$ cat src/docu_pkg.sv
// docu_pkg: register map, field positions and types for the data operation unit
// assumes a plain single-cycle register port, 32-bit data, word index addressing
package docu_pkg;
   localparam int DOCU_ADDR_W = 4;
   // register indices (word address)
   localparam logic [3:0] DOCU_OFS_CONTROL = 4'h0;
   localparam logic [3:0] DOCU_OFS_INPUT = 4'h1;
   localparam logic [3:0] DOCU_OFS_REF0 = 4'h2;
   localparam logic [3:0] DOCU_OFS_REF1 = 4'h3;
   localparam logic [3:0] DOCU_OFS_STATUS = 4'h4;
   localparam logic [3:0] DOCU_OFS_STAT_CLR = 4'h5;
   localparam logic [3:0] DOCU_OFS_IRQ_EN = 4'h6;
   // control field positions
   localparam int DOCU_CTL_MODE_LO = 0;
   localparam int DOCU_CTL_SIZE_BIT = 3;
   localparam int DOCU_CTL_COND_LO = 4;
   localparam int DOCU_CTL_IRQE_BIT = 7;
   // reset values
   localparam logic [7:0] DOCU_CTL_RST = 8'h00;
   localparam logic [31:0] DOCU_WORD_RST = 32'h0000_0000;
   localparam logic [2:0] DOCU_STAT_RST = 3'h0;
   localparam logic [2:0] DOCU_IEN_RST = 3'h7;
   // status bit positions
   localparam int DOCU_ST_MATCH = 0;
   localparam int DOCU_ST_OVF = 1;
   localparam int DOCU_ST_UNF = 2;
   // operation modes in control bits 1:0
   typedef enum logic [1:0] {
      DOCU_MODE_CMP = 2'h0,
      DOCU_MODE_ADD = 2'h1,
      DOCU_MODE_SUB = 2'h2,
      DOCU_MODE_RSV = 2'h3
   } docu_mode_t;
   // detection conditions
   typedef enum logic [2:0] {
      DOCU_COND_NE = 3'h0,
      DOCU_COND_EQ = 3'h1,
      DOCU_COND_LT = 3'h2,
      DOCU_COND_GT = 3'h3,
      DOCU_COND_IN = 3'h4,
      DOCU_COND_OUT = 3'h5
   } docu_cond_t;
   typedef struct packed {
      logic irq_en;
      logic [2:0] cond;
      logic size32;
      logic rsv;
      logic [1:0] mode;
   } docu_ctl_t;
   typedef struct packed {
      logic [DOCU_ADDR_W-1:0] addr;
      logic [31:0] wdata;
      logic wr;
      logic rd;
   } docu_bus_req_t;
endpackage

$ cat src/docu_unit.sv
// docu_unit: data operation unit (compare / add / subtract, 16 or 32 bit)
// assumes a single-cycle register master on CLK_IN and a stop request from power management
//
// Overview of operation
// - size bit selects 16 or 32 bit width
// - compare input with references at width
// - add or subtract input to running value
// - condition codes 0-3: ne, eq, lt, gt
// - code 4 inside range, 5 outside range
// - matched condition requests an interrupt
// - addition carry out sets overflow interrupt
// - subtraction borrow sets underflow interrupt
// - control bit 7 gates interrupt output
// - event pulse on every detection, ungated
// - input register 32 bits, read and write
// - two 32-bit reference registers, read/write
// - module stop blocks register writes and so new operations
//
// The implementer's own choices: the register addresses and the address-and-strobe port.
`timescale 1ns/10ps
module docu_unit
   import docu_pkg::*;
(
   input wire logic CLK_IN,
   input wire logic RESET_N_IN,
   input wire logic [DOCU_ADDR_W-1:0] ADDR_IN,
   input wire logic [31:0] WDATA_IN,
   input wire logic WR_IN,
   input wire logic RD_IN,
   input wire logic MODULE_STOP_IN,
   output logic [31:0] RDATA_OUT,
   output logic IRQ_OUT,
   output logic EVENT_OUT
);
   docu_bus_req_t req;
   docu_ctl_t ctl_q;
   logic [31:0] din_q;
   logic [31:0] ref0_q;
   logic [31:0] ref1_q;
   logic [2:0] stat_q;
   logic [2:0] ien_q;
   logic [31:0] rdata_q;
   logic irq_q;
   logic evt_q;
   logic op_go_q;
   logic stop_s1_q;
   logic stop_s2_q;

   assign req = '{addr: ADDR_IN, wdata: WDATA_IN, wr: WR_IN, rd: RD_IN};

   // width masking used for all operands
   function automatic logic [31:0] fit(input logic [31:0] v, input logic wide);
      fit = wide ? v : {16'h0000, v[15:0]};
   endfunction

   wire stopped = stop_s2_q;
   wire wr_ok = req.wr && !stopped;
   wire wr_ctl = wr_ok && (req.addr == DOCU_OFS_CONTROL);
   wire wr_din = wr_ok && (req.addr == DOCU_OFS_INPUT);
   wire wr_ref0 = wr_ok && (req.addr == DOCU_OFS_REF0);
   wire wr_ref1 = wr_ok && (req.addr == DOCU_OFS_REF1);
   wire wr_clr = wr_ok && (req.addr == DOCU_OFS_STAT_CLR);
   wire wr_ien = wr_ok && (req.addr == DOCU_OFS_IRQ_EN);

   // operands at selected width
   wire wide = ctl_q.size32;
   wire [31:0] a = fit(din_q, wide);
   wire [31:0] r0 = fit(ref0_q, wide);
   wire [31:0] r1 = fit(ref1_q, wide);
   wire lt0 = a < r0;
   wire gt0 = a > r0;
   wire gt1 = a > r1;
   wire eq0 = a == r0;
   wire [32:0] sum = {1'b0, r0} + {1'b0, a};
   wire [32:0] dif = {1'b0, r0} - {1'b0, a};
   wire carry = wide ? sum[32] : sum[16];
   wire borrow = dif[32];

   logic cond_hit;
   always_comb begin
      case (ctl_q.cond)
         DOCU_COND_NE: cond_hit = !eq0;
         DOCU_COND_EQ: cond_hit = eq0;
         DOCU_COND_LT: cond_hit = lt0;
         DOCU_COND_GT: cond_hit = gt0;
         DOCU_COND_IN: cond_hit = gt0 && (a < r1);
         DOCU_COND_OUT: cond_hit = lt0 || gt1;
         // reserved codes never fire; software keeps off them
         default: cond_hit = 1'b0;
      endcase
   end

   wire is_cmp = ctl_q.mode == DOCU_MODE_CMP;
   wire is_add = ctl_q.mode == DOCU_MODE_ADD;
   wire is_sub = ctl_q.mode == DOCU_MODE_SUB;
   // evaluation happens the cycle after the input write, on the stored word
   wire ev_match = op_go_q && is_cmp && cond_hit;
   wire ev_ovf = op_go_q && is_add && carry;
   wire ev_unf = op_go_q && is_sub && borrow;
   wire [2:0] ev_vec = {ev_unf, ev_ovf, ev_match};
   wire [31:0] arith_res = fit(is_add ? sum[31:0] : dif[31:0], wide);

   wire [31:0] rd_mux =
      (req.addr == DOCU_OFS_CONTROL) ? {24'h0, ctl_q} :
      (req.addr == DOCU_OFS_INPUT) ? din_q :
      (req.addr == DOCU_OFS_REF0) ? ref0_q :
      (req.addr == DOCU_OFS_REF1) ? ref1_q :
      (req.addr == DOCU_OFS_STATUS) ? {29'h0, stat_q} :
      (req.addr == DOCU_OFS_IRQ_EN) ? {29'h0, ien_q} : 32'h0;

   // sticky: set wins over clear
   wire [2:0] stat_d = ev_vec | (stat_q & ~(wr_clr ? req.wdata[2:0] : 3'h0));
   wire irq_d = ctl_q.irq_en && |(stat_d & ien_q);

   always_ff @(posedge CLK_IN or negedge RESET_N_IN) begin
      if (!RESET_N_IN) begin
         stop_s1_q <= 1'b0;
         stop_s2_q <= 1'b0;
      end else begin
         stop_s1_q <= MODULE_STOP_IN;
         stop_s2_q <= stop_s1_q;
      end
   end

   always_ff @(posedge CLK_IN or negedge RESET_N_IN) begin
      if (!RESET_N_IN) begin
         ctl_q <= DOCU_CTL_RST;
         ien_q <= DOCU_IEN_RST;
         din_q <= DOCU_WORD_RST;
         ref1_q <= DOCU_WORD_RST;
      end else begin
         if (wr_ctl) ctl_q <= req.wdata[7:0];
         if (wr_ien) ien_q <= req.wdata[2:0];
         if (wr_din) din_q <= req.wdata;
         if (wr_ref1) ref1_q <= req.wdata;
      end
   end

   always_ff @(posedge CLK_IN or negedge RESET_N_IN) begin
      if (!RESET_N_IN) begin
         ref0_q <= DOCU_WORD_RST;
         op_go_q <= 1'b0;
      end else begin
         op_go_q <= wr_din;
         if (wr_ref0) ref0_q <= req.wdata;
         else if (op_go_q && (is_add || is_sub)) ref0_q <= arith_res;
      end
   end

   always_ff @(posedge CLK_IN or negedge RESET_N_IN) begin
      if (!RESET_N_IN) begin
         stat_q <= DOCU_STAT_RST;
         irq_q <= 1'b0;
         evt_q <= 1'b0;
         rdata_q <= DOCU_WORD_RST;
      end else begin
         stat_q <= stat_d;
         irq_q <= irq_d;
         evt_q <= |ev_vec;
         rdata_q <= req.rd ? rd_mux : 32'h0;
      end
   end

   assign RDATA_OUT = rdata_q;
   assign IRQ_OUT = irq_q;
   assign EVENT_OUT = evt_q;
endmodule

$ cat config.mk
export PLATFORM = sky130hd
export DESIGN_NAME = docu_unit
export DESIGN_NICKNAME = d
export VERILOG_FILES = /design/src/docu_pkg.sv /design/src/docu_unit.sv
export SDC_FILE = /design/constraint.sdc
export NUM_CORES = 1
export LEC_CHECK = 0
export ABC_AREA = 1
export BUFFER_PORTS_ARGS = -buffer_cell sky130_fd_sc_hd__buf_2
export CAP_MARGIN = 20
export CORE_ASPECT_RATIO = 1.5
export CORE_UTILIZATION = 40
export DETAILED_ROUTE_END_ITERATION = 8
export SLEW_MARGIN = 20
export SYNTH_ARGS = -nofsm -noshare
export SYNTH_HDL_FRONTEND = slang
export SYNTH_SLANG_ARGS = --single-unit
$ cat constraint.sdc
create_clock -name CLK_IN -period 6.5 [get_ports CLK_IN]
set_clock_uncertainty 0.2 [all_clocks]
set_input_delay 0.65 -clock CLK_IN [delete_from_list [all_inputs] [get_ports CLK_IN]]
set_output_delay 0.65 -clock CLK_IN [all_outputs]
set_load 0.05 [all_outputs]
==> impl_results.md <==
- CP cell instances: buf_4 -> nand2_1 -> inv_1 -> ha_1 -> inv_2 -> nor2_1 -> inv_1 -> nor4_1 -> nand3_1 -> nand3_1 -> nand2_1 -> inv_1 -> o21ai_1 -> nand2_1 -> nand2_1 -> nand3_1 -> o211ai_1
- H-tree depth: 4
- Reg clk slew, reported paths: 0.06 ns
- I/O pin count: 75
- Setup bufs post-CTS: 0
- CORE AREA: 27220 µm²
- Drt drc: 0
- Area leader, netlist: dfrtp_1
- Max Cap Viol: 0
- Largest net degree at the start of global routing: 94
- Setup WS post-layout: 3.027 ns
- Register area share after synthesis: 33.22%
- Post-DP HPWL: 28960 µm
- R2R depth: 17
- Final instance area: 12340 µm²
- Slew @ Worst Pin: 1.105 ns
- Pins Over Slew Limit: 0
- Die Y: 205.9 µm
- Pre-CTS setup slack: 2.737 ns
- Die area: 28400 µm²
- Total CTS buffers: 17
- CP arrival: 3.59 ns
- Via count: 10680
- Count of cell types in the netlist: 51
- WP depth: 17
- Max-slew headroom: 26.25%
- Yosys warnings: 0
- Synthesized instance count: 1589
- Ant diodes: 0
- GRT met1 Usage: 28.64%
- Vias/cell: 5.359
- Final period util: 53.43%
- Min-delay worst type: in -> async
- Number of port buffers: 74
- Max FO, Critical Path: 50
- Ys async rst share: 100.0%
- Layout cells sized above 1: 10.72%
- Synth cell count leaders: 430 x nand2_1, 210 x inv_1, 144 x dfrtp_1
- CP Launch Type: register
- Predominant post-synthesis flop cell: dfrtp_1
- Reg2Reg Capture Point: ref0_q[30]$_DFFE_PN0P_
- Crit path from: wide$_DFFE_PN0P_
- Worst path slowest cell: nor4_1
- RR Startpoint: wide$_DFFE_PN0P_
- Count leader, synth: nand2_1
- Congestion Overflow GR: 0
- Initial antenna violation count: 0
- Vias in the first global route: 10420
- Setup TNS: 0 ns
- Clk sinks: 147
- Largest cells by area after synthesis: dfrtp_1 33%, nand2_1 15%, ha_1 11%, inv_1 7.1%, o21ai_0 6.0%
- Initial Utilization: 40.72%
- CP delay by family, top: simple AND/OR/NAND/NOR gates
- Most common cell type on the critical path: nand2_1
- Met2 Use GR: 51.29%
- CP Class: reg -> reg
- First-pass GRT wire length: 57150 µm
- Reg2reg setup slack: 3.03 ns
- Met3 Use GR: 3.532%
- Nets@finish: 1779
- CP peak stage delay: 0.55 ns
- Placement-stage cell area: 11740 µm²
- Die Width: 137.9 µm
- Mapped Nets: 1730
- RSZ-0062 raised after global routing: false
- CP Capture Point: ref0_q[30]$_DFFE_PN0P_
- Pwr/cell area: 372.9 nW/µm²
- CTS Buffer Depth: 2
- Final hold violation count: 0
- Outcome: finished, final reports clean
- Pre-antenna DRT Iters: 7
- Avg Inst Size Synth: 6.976 µm²
- Buf/Inv on CP: 5
- Cts hold-fix bufs: 0
- Most Used Layer, Global Route: met2
- Root Buffer: clkbuf_16
- Share of the synthesized area in the top cell type: 32.51%
- CTS tree: done
- Finish-stage setup viols: 0
- GPL Wtd Cong: 0.9641
- Leakage: 0.006511 µW
- EDFF count, synth: 0
- Crit path time final: 3.473 ns
- Synthesized cell area: 11090 µm²
- Iteration-0 DRC Markers: 594
- Post-route ant nets: 0
- Clk_lat worst skew: 0.46 ns
- CP required: 6.62 ns
- Fin cells: 1993
- CP Capture Type: register
- DP Cell Count: 1960
- Resized Gates After CTS: 0
- FF+latch count, synth: 147
- Peak VDD IR: 0.2017 mV
- WL per Instance: 18.75 µm
- Num rows: 74
- Fmax: 287.9 MHz
- GRT Overall Usage: 27.33%
- Area Overhead vs Synth: 11.29%
- WL final: 37370 µm
## state kept, by name, summed over array words and instances, names as in the netlist
| register | cells |
|---|---|
| stop_s1_q | 1 |
| ref0_q | 32 |
| ref1_q | 32 |
| stop_s2_q | 1 |
| IRQ_OUT | 1 |
| wide | 1 |
| ien_q | 3 |
| op_go_q | 1 |
| RDATA_OUT | 32 |
| EVENT_OUT | 1 |
| din_q | 32 |
| stat_q | 3 |
| ctl_q | 7 |
## power breakdown
group / internal, µW / switching (µW) / total (µW)
clock: 539 / 442 / 981
sequential: 1100 / 179 / 1280
combinational: 765 / 1580 / 2340
total: 2400 / 2200 / 4600
## cell type report
type,instances,area (µm²)
fill,2893,14880
multi-input combinational,1159,6320
clock inverter,14,142.6
sequential,147,3682
clock buffer,18,429.2
inverter,228,855.8
tap,342,427.9
timing repair buffer,85,479.2
## cells in the final DEF (no fill, tap or decap), types with 4 or more instances in the layout
cell and instances:
inv_6 5, a21o_1 9, inv_2 17, clkbuf_16 17
nor2_1 114, nand3b_1 4, o211ai_1 9, nor2_2 10
nand2_2 17, nand2_1 429, a211oi_1 6, buf_2 73
inv_1 210, nand3_1 64, dfrtp_1 144, xor2_1 9
a31oi_1 26, o21ai_1 23, a21oi_1 107, buf_4 10
o21bai_1 12, o21ai_0 132, o221ai_1 6, o31ai_1 4
ha_1 98, nand4_1 13, or2_1 4, a221oi_1 13
nor3_1 16
## worst register-to-register path: stages, from the launching register on
cell and delay [ns]:
dfrtp_1 0.37, buf_4 0.47, nand2_1 0.20, inv_1 0.13
ha_1 0.24, inv_2 0.10, nor2_1 0.14, inv_1 0.11
nor4_1 0.55, nand3_1 0.15, nand3_1 0.16, nand2_1 0.06
inv_1 0.05, o21ai_1 0.09, nand2_1 0.11, nand2_1 0.05
nand3_1 0.08, o211ai_1 0.09
## logic make-up after synthesis
group | count (synthesis) | synth area share, %
AOI/OAI and AO/OA | 361 | 18.57
buffers and inverters | 283 | 9.876
adders and majority gates | 100 | 11.42
xor gates and xnor gates | 11 | 0.8691
DFF | 147 | 33.22
and+or+nand+nor | 685 | 25.87
muxes | 2 | 0.1806
## worst min-delay path by stage
stage                                   start                      end  depth (start not counted)
final                              RESET_N_IN  RDATA_OUT[30]$_DFF_PN0_                          1
after CTS                      MODULE_STOP_IN      stop_s1_q$_DFF_PN0_                          1
after floorplan           stop_s1_q$_DFF_PN0_      stop_s2_q$_DFF_PN0_                          0
after global placement    stop_s1_q$_DFF_PN0_      stop_s2_q$_DFF_PN0_                          0
after detailed placement  stop_s1_q$_DFF_PN0_      stop_s2_q$_DFF_PN0_                          0
after global routing           MODULE_STOP_IN      stop_s1_q$_DFF_PN0_                          1
## stage by stage
stage	hold WS, ns	power [µW]	util (%)
after floorplan	0.1312	2951	-
after global placement	0.1350	3598	43.12
after detailed placement	0.1379	3605	43.12
after CTS	0.07363	4616	45.22
after global routing	0.08055	4957	45.32
final	0.06171	4600	45.32
## routing by layer
metal | vias up | share of wire (%) | routed length [µm]
met5 | - | 0 | 0
li1 | 5283 | - | -
met3 | 78 | 2.7 | 1012
met4 | 0 | 4.8 | 1791
met2 | 243 | 54 | 20330
met1 | 5076 | 38 | 14240
(Power assumes the default switching activity.)
